**src/rtl/bmc_pkg.sv**
```systemverilog
// Package of shared constants for the battery monitor memory and CRC ends.
package bmc_pkg;
  // Memory geometry.
  localparam int PAGES = 8;
  localparam int PAGE_BYTES = 8;
  // Reflected CRC feedback taps for x^8+x^5+x^4+1.
  localparam logic [7:0] CRC_POLY = 8'h8c;
  localparam logic [7:0] CRC_INIT = 8'h00;
  // Configuration byte fields.
  localparam int CFG_CUR_EN = 0;
  localparam int CFG_ACC_EN = 1;
  localparam int CFG_SHADOW = 2;
  localparam int CFG_VSEL = 3;
  localparam int CFG_TBUSY = 4;
  localparam int CFG_SBUSY = 5;
  localparam int CFG_CBUSY = 6;
  localparam logic [7:0] CFG_RESET = 8'h0f;
  localparam logic [7:0] RSVD_BYTE = 8'hff;
  // Page numbers and byte positions.
  localparam logic [2:0] PG_STATUS = 3'h0;
  localparam logic [2:0] PG_TIME = 3'h1;
  localparam logic [2:0] PG_ACC = 3'h7;
  localparam logic [2:0] BY_THRESH = 3'h7;
  localparam logic [2:0] BY_RSVD = 3'h7;
  // Link commands.
  localparam logic [2:0] CMD_NONE = 3'h0;
  localparam logic [2:0] CMD_WR_SP = 3'h1;
  localparam logic [2:0] CMD_RD_SP = 3'h2;
  localparam logic [2:0] CMD_COPY = 3'h3;
  localparam logic [2:0] CMD_RECALL = 3'h4;
  localparam logic [2:0] CMD_RD_ID = 3'h5;
  localparam logic [2:0] CMD_CONV_T = 3'h6;
  localparam logic [2:0] CMD_CONV_V = 3'h7;
  // Timing at 25 MHz.
  localparam int CLK_HZ = 25000000;
  localparam int COPY_MS = 10;
  localparam int COPY_CYC = CLK_HZ / 1000 * COPY_MS;
  localparam int CONV_MS = 10;
  localparam int CONV_CYC = CLK_HZ / 1000 * CONV_MS;
  localparam int SAMPLE_MHZ = 36410;
  localparam int SAMPLE_CYC = CLK_HZ / SAMPLE_MHZ * 1000;
  // Host register map.
  localparam logic [3:0] HR_CMD = 4'h0;
  localparam logic [3:0] HR_ADDR = 4'h1;
  localparam logic [3:0] HR_WDATA = 4'h2;
  localparam logic [3:0] HR_RDATA = 4'h3;
  localparam logic [3:0] HR_STATUS = 4'h4;
  localparam logic [3:0] HR_CRC = 4'h5;
endpackage

```
**src/rtl/bmc_link_if.sv**
```systemverilog
// Interface joining the battery monitor device and its bus master.
`timescale 1ns/1ps
interface bmc_link_if;
  logic [2:0] cmd;      // Command, valid while cmd_valid is high.
  logic cmd_valid;      // One-cycle command strobe from master.
  logic [2:0] page;     // Selected page.
  logic [2:0] byte_idx; // Byte within page for scratchpad writes.
  logic [7:0] wdata;    // Write data byte.
  logic [7:0] rdata;    // Read data byte from device.
  logic rvalid;         // One-cycle pulse per read byte.
  logic busy;           // Device busy with a read stream.
  modport device (input cmd, cmd_valid, page, byte_idx, wdata,
                  output rdata, rvalid, busy);
  modport master (output cmd, cmd_valid, page, byte_idx, wdata,
                  input rdata, rvalid, busy);
endinterface

```
**src/rtl/bmc_device.sv**
```systemverilog
// Device end: identity word, paged memory, scratchpads and CRC.
//
// Decided for this implementation: the address-and-strobe port and the register offsets.
`timescale 1ns/1ps
module bmc_device #(
  parameter logic [7:0] FAMILY = 8'h5a, // Arbitrary family code.
  parameter logic [47:0] SERIAL = 48'h0123_4567_89ab, // Arbitrary serial.
  parameter int COPY_CYC = bmc_pkg::COPY_CYC,
  parameter int CONV_CYC = bmc_pkg::CONV_CYC,
  parameter int SAMPLE_CYC = bmc_pkg::SAMPLE_CYC
) (
  // Clock and reset.
  input wire logic clk_sys,
  input wire logic sys_rst,
  // Link to the master.
  bmc_link_if.device lnk,
  // Measurement inputs.
  input wire logic [15:0] temp_result,
  input wire logic [15:0] volt_result,
  input wire logic [15:0] cur_result,
  // Status outputs.
  output logic sample_tick,
  output logic vsel_supply,
  output logic accum_active
);
  typedef enum logic [1:0] {bmc_idle_t_i, bmc_send, bmc_id} bmc_st_t;
  bmc_st_t st;                          // Read stream state.
  logic [7:0] mem [64];                 // Stored pages.
  logic [7:0] sp [64];                  // Per-page scratchpads.
  logic [2:0] cnt;                      // Byte counter of a stream.
  logic [3:0] rcnt;                     // Stream position.
  logic [7:0] crc;                      // Running CRC of stream.
  logic [2:0] spage;                    // Page being streamed.
  logic [63:0] id_word;                 // Identity word.
  logic [31:0] copy_t, conv_t, samp_t;  // Busy and sampling timers.
  logic temp_busy_flag, storage_busy_flag, converter_busy_flag;
  logic [7:0] integrating_current_accum;
  logic [7:0] cfg_live;

  // Byte-wise CRC step, one bit at a time, LSB first.
  function automatic logic [7:0] crc_byte(input logic [7:0] c,
                                          input logic [7:0] d);
    logic [7:0] r;
    r = c;
    for (int i = 0; i < 8; i++) begin
      r = (r[0] ^ d[i]) ? ((r >> 1) ^ bmc_pkg::CRC_POLY) : (r >> 1);
    end
    return r;
  endfunction

  // Identity CRC from family then serial, starting at zero.
  function automatic logic [7:0] id_crc();
    logic [7:0] c;
    c = bmc_pkg::CRC_INIT;
    c = crc_byte(c, FAMILY);
    for (int k = 0; k < 6; k++) begin
      c = crc_byte(c, SERIAL[k*8 +: 8]);
    end
    return c;
  endfunction

  assign id_word = {id_crc(), SERIAL, FAMILY};

  // Scratchpad configuration byte governs operation.
  assign cfg_live = sp[0];
  wire cur_en = cfg_live[bmc_pkg::CFG_CUR_EN];
  wire acc_en = cfg_live[bmc_pkg::CFG_ACC_EN] & cur_en;
  wire shadow_en = cfg_live[bmc_pkg::CFG_SHADOW] & acc_en;
  wire [7:0] status_configuration = {1'b0, converter_busy_flag,
    storage_busy_flag, temp_busy_flag, cfg_live[3:0]};
  wire [5:0] wr_adr = {lnk.page, lnk.byte_idx};
  wire [5:0] rd_adr = {spage, cnt};
  wire [7:0] sp_rd = (rd_adr == 6'h00) ? status_configuration :
    (rd_adr == {bmc_pkg::PG_TIME, bmc_pkg::BY_RSVD}) ?
      bmc_pkg::RSVD_BYTE : sp[rd_adr];
  wire go = lnk.cmd_valid;
  wire ro_byte = (lnk.page == bmc_pkg::PG_STATUS) &&
    (lnk.byte_idx != 3'h0) && (lnk.byte_idx != bmc_pkg::BY_THRESH);

  // Memory, scratchpad and measurement updates.
  always_ff @(posedge clk_sys) begin
    if (sys_rst) begin
      sp[0] <= bmc_pkg::CFG_RESET;
    end else begin
      if (go && lnk.cmd == bmc_pkg::CMD_WR_SP && !ro_byte) begin
        sp[wr_adr] <= lnk.wdata;
      end
      if (go && lnk.cmd == bmc_pkg::CMD_COPY) begin
        for (int b = 0; b < 8; b++) begin
          mem[{lnk.page, 3'(b)}] <= sp[{lnk.page, 3'(b)}];
        end
      end
      if (go && lnk.cmd == bmc_pkg::CMD_RECALL) begin
        for (int b = 0; b < 8; b++) begin
          sp[{lnk.page, 3'(b)}] <= mem[{lnk.page, 3'(b)}];
        end
      end
      sp[1] <= temp_result[7:0];
      sp[2] <= temp_result[15:8];
      sp[3] <= volt_result[7:0];
      sp[4] <= volt_result[15:8];
      sp[5] <= cur_result[7:0];
      sp[6] <= cur_result[15:8];
      if (sample_tick) begin
        sp[{bmc_pkg::PG_TIME, 3'h4}] <= integrating_current_accum;
      end
      if (sample_tick && shadow_en) begin
        mem[{bmc_pkg::PG_ACC, 3'h4}] <= sp[{bmc_pkg::PG_ACC, 3'h4}];
      end
    end
  end

  // Integrating accumulator and sampling timer.
  assign integrating_current_accum =
    sp[{bmc_pkg::PG_TIME, 3'h4}] + cur_result[7:0];
  always_ff @(posedge clk_sys) begin
    if (sys_rst || !cur_en) begin
      samp_t <= '0;
      sample_tick <= 1'b0;
    end else begin
      sample_tick <= (samp_t == 32'(SAMPLE_CYC - 1));
      samp_t <= (samp_t == 32'(SAMPLE_CYC - 1)) ? '0 : samp_t + 1;
    end
  end

  // Busy flags and their timers.
  always_ff @(posedge clk_sys) begin
    if (sys_rst) begin
      copy_t <= '0;
      conv_t <= '0;
      storage_busy_flag <= 1'b0;
      converter_busy_flag <= 1'b0;
      temp_busy_flag <= 1'b0;
      vsel_supply <= 1'b1;
      accum_active <= 1'b1;
    end else begin
      vsel_supply <= cfg_live[bmc_pkg::CFG_VSEL];
      accum_active <= acc_en;
      if (go && lnk.cmd == bmc_pkg::CMD_COPY && lnk.page > 3'h2) begin
        storage_busy_flag <= 1'b1;
        copy_t <= 32'(COPY_CYC);
      end else if (copy_t != '0) begin
        copy_t <= copy_t - 1;
        storage_busy_flag <= (copy_t != 32'h1);
      end
      if (go && (lnk.cmd == bmc_pkg::CMD_CONV_V ||
                 lnk.cmd == bmc_pkg::CMD_CONV_T)) begin
        conv_t <= 32'(CONV_CYC);
        converter_busy_flag <= (lnk.cmd == bmc_pkg::CMD_CONV_V);
        temp_busy_flag <= (lnk.cmd == bmc_pkg::CMD_CONV_T);
      end else if (conv_t != '0) begin
        conv_t <= conv_t - 1;
        if (conv_t == 32'h1) begin
          converter_busy_flag <= 1'b0;
          temp_busy_flag <= 1'b0;
        end
      end
    end
  end

  // Read streams: eight bytes plus CRC, or the eight identity bytes.
  always_ff @(posedge clk_sys) begin
    if (sys_rst) begin
      st <= bmc_idle_t_i;
      cnt <= '0;
      rcnt <= '0;
      crc <= '0;
      spage <= '0;
      lnk.rdata <= '0;
      lnk.rvalid <= 1'b0;
      lnk.busy <= 1'b0;
    end else begin
      lnk.rvalid <= 1'b0;
      unique case (st)
        bmc_idle_t_i: begin
          cnt <= '0;
          rcnt <= '0;
          crc <= bmc_pkg::CRC_INIT;
          spage <= lnk.page;
          lnk.busy <= go && (lnk.cmd == bmc_pkg::CMD_RD_SP ||
                             lnk.cmd == bmc_pkg::CMD_RD_ID);
          if (go && lnk.cmd == bmc_pkg::CMD_RD_SP) st <= bmc_send;
          if (go && lnk.cmd == bmc_pkg::CMD_RD_ID) st <= bmc_id;
        end
        bmc_send: begin
          lnk.rvalid <= 1'b1;
          rcnt <= rcnt + 4'h1;
          if (rcnt == 4'h8) begin
            lnk.rdata <= crc;
            st <= bmc_idle_t_i;
            lnk.busy <= 1'b0;
          end else begin
            lnk.rdata <= sp_rd;
            crc <= crc_byte(crc, sp_rd);
            cnt <= cnt + 3'h1;
          end
        end
        bmc_id: begin
          lnk.rvalid <= 1'b1;
          lnk.rdata <= id_word[rcnt[2:0]*8 +: 8];
          rcnt <= rcnt + 4'h1;
          if (rcnt == 4'h7) begin
            st <= bmc_idle_t_i;
            lnk.busy <= 1'b0;
          end
        end
        default: st <= bmc_idle_t_i;
      endcase
    end
  end
endmodule

```
**src/flat_wrapper.sv**
```systemverilog
// flat-port wrapper written by rule: the top's interface ports become plain ports
module bmc_device_flat 
#(
  parameter logic [7:0] FAMILY = 8'h5a,                          
  parameter logic [47:0] SERIAL = 48'h0123_4567_89ab,                     
  parameter int COPY_CYC = bmc_pkg::COPY_CYC,
  parameter int CONV_CYC = bmc_pkg::CONV_CYC,
  parameter int SAMPLE_CYC = bmc_pkg::SAMPLE_CYC
)
  (clk_sys, sys_rst, temp_result, volt_result, cur_result, sample_tick, vsel_supply, accum_active, lnk_cmd, lnk_cmd_valid, lnk_page, lnk_byte_idx, lnk_wdata, lnk_rdata, lnk_rvalid, lnk_busy);
  bmc_link_if lnk_i ();
  input wire logic clk_sys;
  input wire logic sys_rst;
  input wire logic [15:0] temp_result;
  input wire logic [15:0] volt_result;
  input wire logic [15:0] cur_result;
  output logic sample_tick;
  output logic vsel_supply;
  output logic accum_active;
  input wire logic [$bits(lnk_i.cmd)-1:0] lnk_cmd;
  input wire logic [$bits(lnk_i.cmd_valid)-1:0] lnk_cmd_valid;
  input wire logic [$bits(lnk_i.page)-1:0] lnk_page;
  input wire logic [$bits(lnk_i.byte_idx)-1:0] lnk_byte_idx;
  input wire logic [$bits(lnk_i.wdata)-1:0] lnk_wdata;
  output wire logic [$bits(lnk_i.rdata)-1:0] lnk_rdata;
  output wire logic [$bits(lnk_i.rvalid)-1:0] lnk_rvalid;
  output wire logic [$bits(lnk_i.busy)-1:0] lnk_busy;
  assign lnk_i.cmd = lnk_cmd;
  assign lnk_i.cmd_valid = lnk_cmd_valid;
  assign lnk_i.page = lnk_page;
  assign lnk_i.byte_idx = lnk_byte_idx;
  assign lnk_i.wdata = lnk_wdata;
  assign lnk_rdata = lnk_i.rdata;
  assign lnk_rvalid = lnk_i.rvalid;
  assign lnk_busy = lnk_i.busy;
  bmc_device #(.FAMILY(FAMILY), .SERIAL(SERIAL), .COPY_CYC(COPY_CYC), .CONV_CYC(CONV_CYC), .SAMPLE_CYC(SAMPLE_CYC)) u_core (.clk_sys(clk_sys), .sys_rst(sys_rst), .lnk(lnk_i), .temp_result(temp_result), .volt_result(volt_result), .cur_result(cur_result), .sample_tick(sample_tick), .vsel_supply(vsel_supply), .accum_active(accum_active));
endmodule
```
**config.mk**
```make
export PLATFORM = sky130hd
export DESIGN_NAME = bmc_device_flat
export DESIGN_NICKNAME = d
export VERILOG_FILES = /design/src/rtl/bmc_pkg.sv /design/src/rtl/bmc_link_if.sv /design/src/rtl/bmc_device.sv /design/src/flat_wrapper.sv
export SDC_FILE = /design/constraint.sdc
export NUM_CORES = 2
export LEC_CHECK = 0
export CAP_MARGIN = 40
export CORE_MARGIN = 3
export CORE_UTILIZATION = 65
export CTS_CLUSTER_SIZE = 8
export DETAILED_ROUTE_END_ITERATION = 10
export DONT_BUFFER_PORTS = 1
export HOLD_SLACK_MARGIN = 0.1
export MAX_ROUTING_LAYER = met4
export PLACE_DENSITY = 0.81
export SLEW_MARGIN = 10
export SYNTH_ARGS = -nofsm -noshare
export SYNTH_HDL_FRONTEND = slang
export SYNTH_SLANG_ARGS = --single-unit
export TNS_END_PERCENT = 30
```
**constraint.sdc**
```tcl
create_clock -name clk_sys -period 6.7 [get_ports clk_sys]
set_input_delay 0 -clock clk_sys [delete_from_list [all_inputs] [get_ports clk_sys]]
set_output_delay 0 -clock clk_sys [all_outputs]
set_load 0.05 [all_outputs]
```
# Yosys cells after proc, flatten, opt, wreduce, memory -nomap -nowiden
# Memories as Yosys holds them, arrays and structs flattened.
# Index checks and enable logic that the tools add are counted.
# Widths: inputs -> output; s select.
dict set report totals {
  reg_bits 132
  ram_bits 1024
  inputBits 68
  out_inout_bits 13
  elab_cells 167
  n_memories 2
}
# name words word_bits rd rd_clocked_by_memory_dff wr line_no
set mem_list {}
lappend mem_list {u_core.mem 64 8 8 0 9 bmc_device.sv:28} ;# logic [7:0] mem [64];
lappend mem_list {u_core.sp 64 8 12 0 15 bmc_device.sv:29} ;# logic [7:0] sp [64];
dict set report op_classes {
  add_sub_neg 6
  n_lt_le_gt_ge 1
  eq_ne 20
  shifts 1
  mux 60
  n_bitwise 18
  n_reduce_logical 40
}
# op count
set op_table {}
lappend op_table {{$mux 8} 14}
lappend op_table {{$mux 18} 4}
lappend op_table {{$reduce_bool 32->1} 2}
lappend op_table {{$shiftx 64x7->8 const A} 1}
lappend op_table {{$sub 32x1->32 const B} 2}
lappend op_table {{$add 32x1->32 const B} 1}
lappend op_table {{$eq 32x1->1 const B} 1}
lappend op_table {{$eq 32x20->1 const B} 1}
lappend op_table {{$ne 32x1->1 const B} 1}
lappend op_table {{$pmux 8 s2} 2}
lappend op_table {{$mux 1} 29}
lappend op_table {{$not 2->3} 8}
lappend op_table {{$reduce_or 8->1} 2}
lappend op_table {{$eq 3x3->1 const B} 4}
lappend op_table {{$logic_and 1x1->1} 12}
lappend op_table {{$mux 6} 2}
lappend op_table {{$reduce_bool 2->1} 6}
lappend op_table {{$add 8x8->8} 1}
lappend op_table {{$mux 2} 4}
lappend op_table {{$pmux 4 s2} 1}
lappend op_table {{$reduce_or 2->1} 4}
lappend op_table {{$xor 1x1->1} 8}
lappend op_table {{$eq 3x2->1 const B} 2}
lappend op_table {{$eq 6x4->1 const B} 1}
lappend op_table {{25 further kinds} 33}

# Logic depth before layout (Yosys ltp)
dict set report logic_depth {
  depth_word 21
  mapped_depth 15
}

# Worst setup path before layout
# Ideal clock, no wire load.
dict set report synth_timing {
  kind {input to register}
  start {in lnk_page[0]}
  end {mem u_core.mem[24][0], enable pin}
  setup_time_ps 487
  t_arrival_ps 4117
  required_ps 6213
  path_slack_ps 2097
  cell_stages 5
  n_path_buf 3
  cell_sequence {clkbuf_1 -> buf_1 -> buf_1 -> nand3b_1 -> nor2_1}
}
# element line_no
set synth_rtl {}
lappend synth_rtl {{start: declaration} flat_wrapper.sv:22} ;# input wire logic [$bits(lnk_i.page)-1:0] lnk_page;
lappend synth_rtl {{end: declaration} bmc_device.sv:28}

# Worst setup path after layout
dict set report layout_timing {
  start {reg u_core.cnt[1]}
  end {reg u_core.crc[6]}
}
dict set report layout_between {
  elab_chain_len 16
  word_cells_on_any_way 20
  classes_between {eq/ne (1); mux (12); bitwise (5); reduce/logical (1); memory (1)}
}
# element line_no
set layout_lines {}
lappend layout_lines {{start: declaration} bmc_device.sv:30} ;# logic [2:0] cnt;
lappend layout_lines {{start signal: assignment} bmc_device.sv:195} ;# cnt <= cnt + 3'h1;
lappend layout_lines {{$mem_v2 64x8 or $eq 6x4->1 (tied branches)} -}
lappend layout_lines {{$mux 8} bmc_device.sv:74} ;# (rd_adr == {bmc_pkg::PG_TIME, bmc_pkg::BY_RSVD}) ?
lappend layout_lines {{$mux 8 *} bmc_device.sv:73} ;# wire [7:0] sp_rd = (rd_adr == 6'h00) ? status_configuration :
lappend layout_lines {{$xor 1x1->1} bmc_device.sv:46} ;# r = (r[0] ^ d[i]) ? ((r >> 1) ^ bmc_pkg::CRC_POLY) : (r >> 1);
lappend layout_lines {{$mux 8 (3 in a row)} bmc_device.sv:46}
lappend layout_lines {{$xor 1x1->1} bmc_device.sv:46}
lappend layout_lines {{$mux 8 (3 in a row)} bmc_device.sv:46}
lappend layout_lines {{$xor 1x1->1 *} bmc_device.sv:46}
lappend layout_lines {{$mux 8 * (2 in a row)} bmc_device.sv:46}
lappend layout_lines {{$mux 8 *} bmc_device.sv:188} ;# if (rcnt == 4'h8) begin
lappend layout_lines {{$pmux 8 s2 *} bmc_device.sv:174} ;# unique case (st)
lappend layout_lines {{end signal: assignment} bmc_device.sv:178} ;# crc <= bmc_pkg::CRC_INIT;
lappend layout_lines {{end signal: assignment} bmc_device.sv:194} ;# crc <= crc_byte(crc, sp_rd);
lappend layout_lines {{end: declaration} bmc_device.sv:32} ;# logic [7:0] crc;
# Every way passes the cells marked *; elsewhere a longest branch is shown, timed or not. The select of a mux whose other input is x is not followed.
# A chain may end at the register's enable or synchronous reset.

==> impl_results.html <==
<table>
<tr><th>Metric</th><th>Value</th></tr>
<tr><th colspan="2">Synth</th></tr>
<tr><td>Top cells by area in the synthesized netlist</td><td>edfxtp_1 (58%), mux4_2 (16%), dfxtp_1 (5.0%)</td></tr>
<tr><td>Post-Syn Area per Cell</td><td>15.5 um^2</td></tr>
<tr><td>Number of enable-type register cells in the synthesized netlist</td><td>1,024</td></tr>
<tr><td>Flop and latch count out of synthesis</td><td>1,156</td></tr>
<tr><td>Number of cells produced by synthesis</td><td>3,401</td></tr>
<tr><td>Warnings from Yosys</td><td>0</td></tr>
<tr><td>Unique masters post-synth</td><td>64</td></tr>
<tr><td>Summed instance area of the synthesized netlist</td><td>52,600 um^2</td></tr>
<tr><td>Most used flip-flop cell after synthesis</td><td>edfxtp_1</td></tr>
<tr><td>Post-synthesis cell type with the largest combined area</td><td>edfxtp_1</td></tr>
<tr><td>Synthesized Nets</td><td>3,493</td></tr>
<tr><td>Ys async rst share</td><td>0</td></tr>
<tr><td>Most frequent cell after synthesis</td><td>edfxtp_1</td></tr>
<tr><td>Share of the synthesized area in the top cell type</td><td>0.584</td></tr>
<tr><td>Post-synth top cells</td><td>edfxtp_1 (1,024), a21oi_1 (515), mux4_2 (372)</td></tr>
<tr><td>Sequential element share of the synthesized area</td><td>0.635</td></tr>
<tr><th colspan="2">Pwr</th></tr>
<tr><td>Pwr Density</td><td>300 nW/um^2</td></tr>
<tr><td>Post-layout power</td><td>0.0183 W</td></tr>
<tr><td>Peak VDD IR</td><td>0.392 mV</td></tr>
<tr><td>Leakage power</td><td>20.0 nW</td></tr>
<tr><th colspan="2">Global route</th></tr>
<tr><td>Initial antenna violation count</td><td>18</td></tr>
<tr><td>Overall routing resource usage</td><td>0.467</td></tr>
<tr><td>Number of global-route vias before repair</td><td>36,433</td></tr>
<tr><td>Pin count of the biggest net entering global routing</td><td>184</td></tr>
<tr><td>First-pass GRT wire length</td><td>269 mm</td></tr>
<tr><td>Overall overflow remaining after global route</td><td>0</td></tr>
<tr><th colspan="2">Detailed routing</th></tr>
<tr><td>Number of antenna-violating nets in the routed design</td><td>0</td></tr>
<tr><td>Number of vias after detailed routing</td><td>37,450</td></tr>
<tr><td>Residual DRC count</td><td>0</td></tr>
<tr><td>Average via count per standard cell</td><td>7.87</td></tr>
<tr><td>WL per Instance</td><td>40.4 um</td></tr>
<tr><td>Total wire length after detailed routing</td><td>192 mm</td></tr>
<tr><td>Length of the first detailed-routing pass in iterations</td><td>9</td></tr>
<tr><td>Number of design-rule violations left by the first detailed-router iteration</td><td>7,012</td></tr>
<tr><th colspan="2">STA</th></tr>
<tr><td>Rel. slew slack</td><td>0.0643</td></tr>
<tr><td>Number of failing setup endpoints in the final timing report</td><td>0</td></tr>
<tr><td>Sum Neg Setup Slack</td><td>0 ns</td></tr>
<tr><td>Unrepaired setup endpoints after global routing</td><td>false</td></tr>
<tr><td>Slew Viols, Final</td><td>0</td></tr>
<tr><td>Achievable Freq</td><td>0.220 GHz</td></tr>
<tr><td>Final worst setup slack</td><td>2.15 ns</td></tr>
<tr><td>Minimum period implied by the final worst setup slack</td><td>4.55 ns</td></tr>
<tr><td>Number of hold violations in the final report</td><td>0</td></tr>
<tr><td>Part of the cycle the worst path needs</td><td>0.680</td></tr>
<tr><td>Worst clock skew</td><td>0.0636 ns</td></tr>
<tr><td>Worst-Margin Slew</td><td>1.40 ns</td></tr>
<tr><th colspan="2">Layout</th></tr>
<tr><td>Fraction of final layout cells with drive strength greater than 1</td><td>0.235</td></tr>
<tr><td>Final layout net count</td><td>3,728</td></tr>
<tr><td>End-of-flow core utilization</td><td>0.765</td></tr>
<tr><td>Cell area after layout</td><td>60,900 um^2</td></tr>
<tr><td>Layout overhead on the synthesized area</td><td>15.8%</td></tr>
<tr><th colspan="2">Hold path</th></tr>
<tr><td>Hold_sp</td><td>lnk_page[0]</td></tr>
<tr><td>Hold path cells</td><td>4</td></tr>
<tr><td>Endpoint of the worst hold path</td><td>u_core.sp[37][5]$_DFFE_PP_</td></tr>
<tr><td>Path class of the lowest-slack min-delay path</td><td>in2reg</td></tr>
<tr><th colspan="2">Worst setup path</th></tr>
<tr><td>Capture instance of the worst register-to-register path</td><td>u_core.crc[6]$_SDFFE_PP0P_</td></tr>
<tr><td>Startpoint-to-endpoint class of the critical path</td><td>reg2reg</td></tr>
<tr><td>Category of the worst setup path capture point</td><td>flip-flop</td></tr>
<tr><td>Worst Path Max Fanout</td><td>49</td></tr>
<tr><td>Reg2Reg Launch Point</td><td>u_core.cnt[1]$_SDFFE_PP0P_</td></tr>
<tr><td>Required time at the worst-slack endpoint</td><td>7.32 ns</td></tr>
<tr><td>Register-to-register setup slack</td><td>2.15 ns</td></tr>
<tr><td>R2r worst-path depth</td><td>11</td></tr>
<tr><td>Critical path startpoint category</td><td>flip-flop</td></tr>
<tr><td>Arrival @ worst endpoint</td><td>5.17 ns</td></tr>
<tr><th colspan="2">Floorplan</th></tr>
<tr><td>Initial Util</td><td>0.661</td></tr>
<tr><td>Vertical die dimension</td><td>291 um</td></tr>
<tr><td>Boundary pin count</td><td>81</td></tr>
<tr><td>Horizontal die dimension</td><td>291 um</td></tr>
<tr><td>Standard cell core area</td><td>79,600 um^2</td></tr>
<tr><td>Total die area</td><td>84,400 um^2</td></tr>
<tr><td>Row count</td><td>103</td></tr>
<tr><th colspan="2">Clocking</th></tr>
<tr><td>Total of hold buffers inserted after clock tree synthesis</td><td>141</td></tr>
<tr><td>CTS tree</td><td>built</td></tr>
<tr><td>Latest clock arrival within the worst-skew pair</td><td>0.79 ns</td></tr>
<tr><td>Post-CTS Setup Inserts</td><td>0</td></tr>
<tr><td>Clock Tree Buf Depth</td><td>3</td></tr>
<tr><td>Number of buffers inserted during clock tree synthesis</td><td>163</td></tr>
<tr><td>Clock slew at reported path FFs</td><td>0.05 ns</td></tr>
<tr><td>Count of cells resized by post-cts repair</td><td>0</td></tr>
<tr><td>Clock root buffer</td><td>clkbuf_16</td></tr>
<tr><td>Number of clock sinks</td><td>1,156</td></tr>
<tr><td>H-tree level count</td><td>4</td></tr>
<tr><th colspan="2">Run status</th></tr>
<tr><td>Status</td><td>finished clean</td></tr>
<tr><th colspan="2">Run</th></tr>
<tr><td>Total of max-cap violations</td><td>0</td></tr>
<tr><th colspan="2">Placement</th></tr>
<tr><td>Final estimated routing congestion in global placement</td><td>1.06</td></tr>
<tr><td>Pre-CTS setup slack</td><td>2.37 ns</td></tr>
<tr><td>Number of buffers inserted by port buffering</td><td>0</td></tr>
<tr><td>HPWL after DPL</td><td>119 mm</td></tr>
<tr><td>Placed cell area</td><td>54,600 um^2</td></tr>
</table>
placed cells by master (no fill, tap or decap), types with 7 or more instances in the layout:
cell type and n:
buf_4 158, a22oi_1 13, nand3_1 36, inv_1 30
nand2b_1 8, a31oi_1 8, or3_1 18, xor2_1 43
mux2_2 82, diode_2 18, mux4_2 372, dfxtp_1 128
nor2_1 268, clkinv_16 11, and3_1 16, a21oi_1 515
o221ai_1 7, nor2b_1 14, clkbuf_16 164, nand4_1 10
nor3_1 31, edfxtp_1 1024, dlygate4sd3_1 133, xnor2_1 59
clkbuf_1 37, and2_1 7, nor4_1 24, buf_6 14
o21ai_0 53, nand2_1 93, o22ai_1 10, ha_1 23
a22o_1 9, buf_16 13, nand3b_1 7, mux2i_1 134
nor2_4 15, a211oi_1 7
power breakdown:
part / switching [W] / internal, W / total [W]
Clock: 0.00316 / 0.00445 / 0.00760
Sequential: 0.000205 / 0.00808 / 0.00828
Combinational: 0.00146 / 0.000952 / 0.00241
state kept, by name, summed over array words and instances (netlist names), 2 cells and up:
| register | count |
|---|---|
| u_core.st | 2 |
| u_core.mem | 512 |
| u_core.rcnt | 4 |
| u_core.samp_t | 32 |
| u_core.spage | 3 |
| u_core.sp | 512 |
| u_core.lnk.rdata | 8 |
| u_core.cnt | 3 |
| u_core.crc | 8 |
| u_core.conv_t | 32 |
| u_core.copy_t | 32 |
area by class of cell:
class / instances / area (um^2)
inverter: 32 / 120
timing repair buffer: 328 / 3210
antenna: 18 / 45.0
fill: 4368 / 18700
sequential: 1156 / 33400
clock buffer: 202 / 4260
tap: 1050 / 1310
clock inverter: 15 / 365
multi-input combinational: 1955 / 18200
stage by stage:
step	std cells	hold WS, ns
6_report	4756	0.115
3_5_place_dp	4375	0.0777
3_3_place_gp	4284	0.0795
5_1_grt	4754	0.109
4_1_cts	4733	0.108
2_1_floorplan	3401	0.150
per-layer routing:
layer | global-route usage | up-vias | wire, um | part of all wire
met2 | 0.658 | 4147 | 83100 | 0.43
met1 | 0.586 | 18373 | 61500 | 0.32
met4 | 0.258 | 0 | 14800 | 0.077
met5 | - | - | 0 | 0
li1 | - | 13940 | - | -
met3 | 0.183 | 990 | 32900 | 0.17
cells by family after synthesis:
logic type      share of synthesized area
compound gates                     0.0681
fa+ha+maj                         0.00585
buf+inv                            0.0214
flops                               0.635
simple gates                       0.0501
mux                                 0.202
xor+xnor                           0.0174
how the worst max path moves through the flow:
stage,from,to,slack [ns],cells after the start
floorplan,lnk_page[0],u_core.mem[24][0]$_DFFE_PP_,2.10,5
CTS,u_core.cnt[0]$_SDFFE_PP0P_,u_core.crc[3]$_SDFFE_PP0P_,2.37,11
finish,u_core.cnt[1]$_SDFFE_PP0P_,u_core.crc[6]$_SDFFE_PP0P_,2.15,11
detailed placement,u_core.cnt[0]$_SDFFE_PP0P_,u_core.crc[3]$_SDFFE_PP0P_,2.37,11
global route,u_core.cnt[0]$_SDFFE_PP0P_,u_core.crc[7]$_SDFFE_PP0P_,2.09,11
global placement,u_core.cnt[0]$_SDFFE_PP0P_,u_core.crc[3]$_SDFFE_PP0P_,2.23,9
worst max-delay path: stages, from the launching register on:
cell and delay [ns]:
dfxtp_4 0.96, buf_4 0.58, buf_4 0.33, mux4_2 0.38, a221oi_1 0.34, a21oi_1 0.13, nand2_1 0.36, a31oi_1 0.23
xnor2_1 0.48, xnor2_1 0.24, xnor2_1 0.18, a22o_1 0.21
No activity file was read; power rests on OpenSTA's default activity.
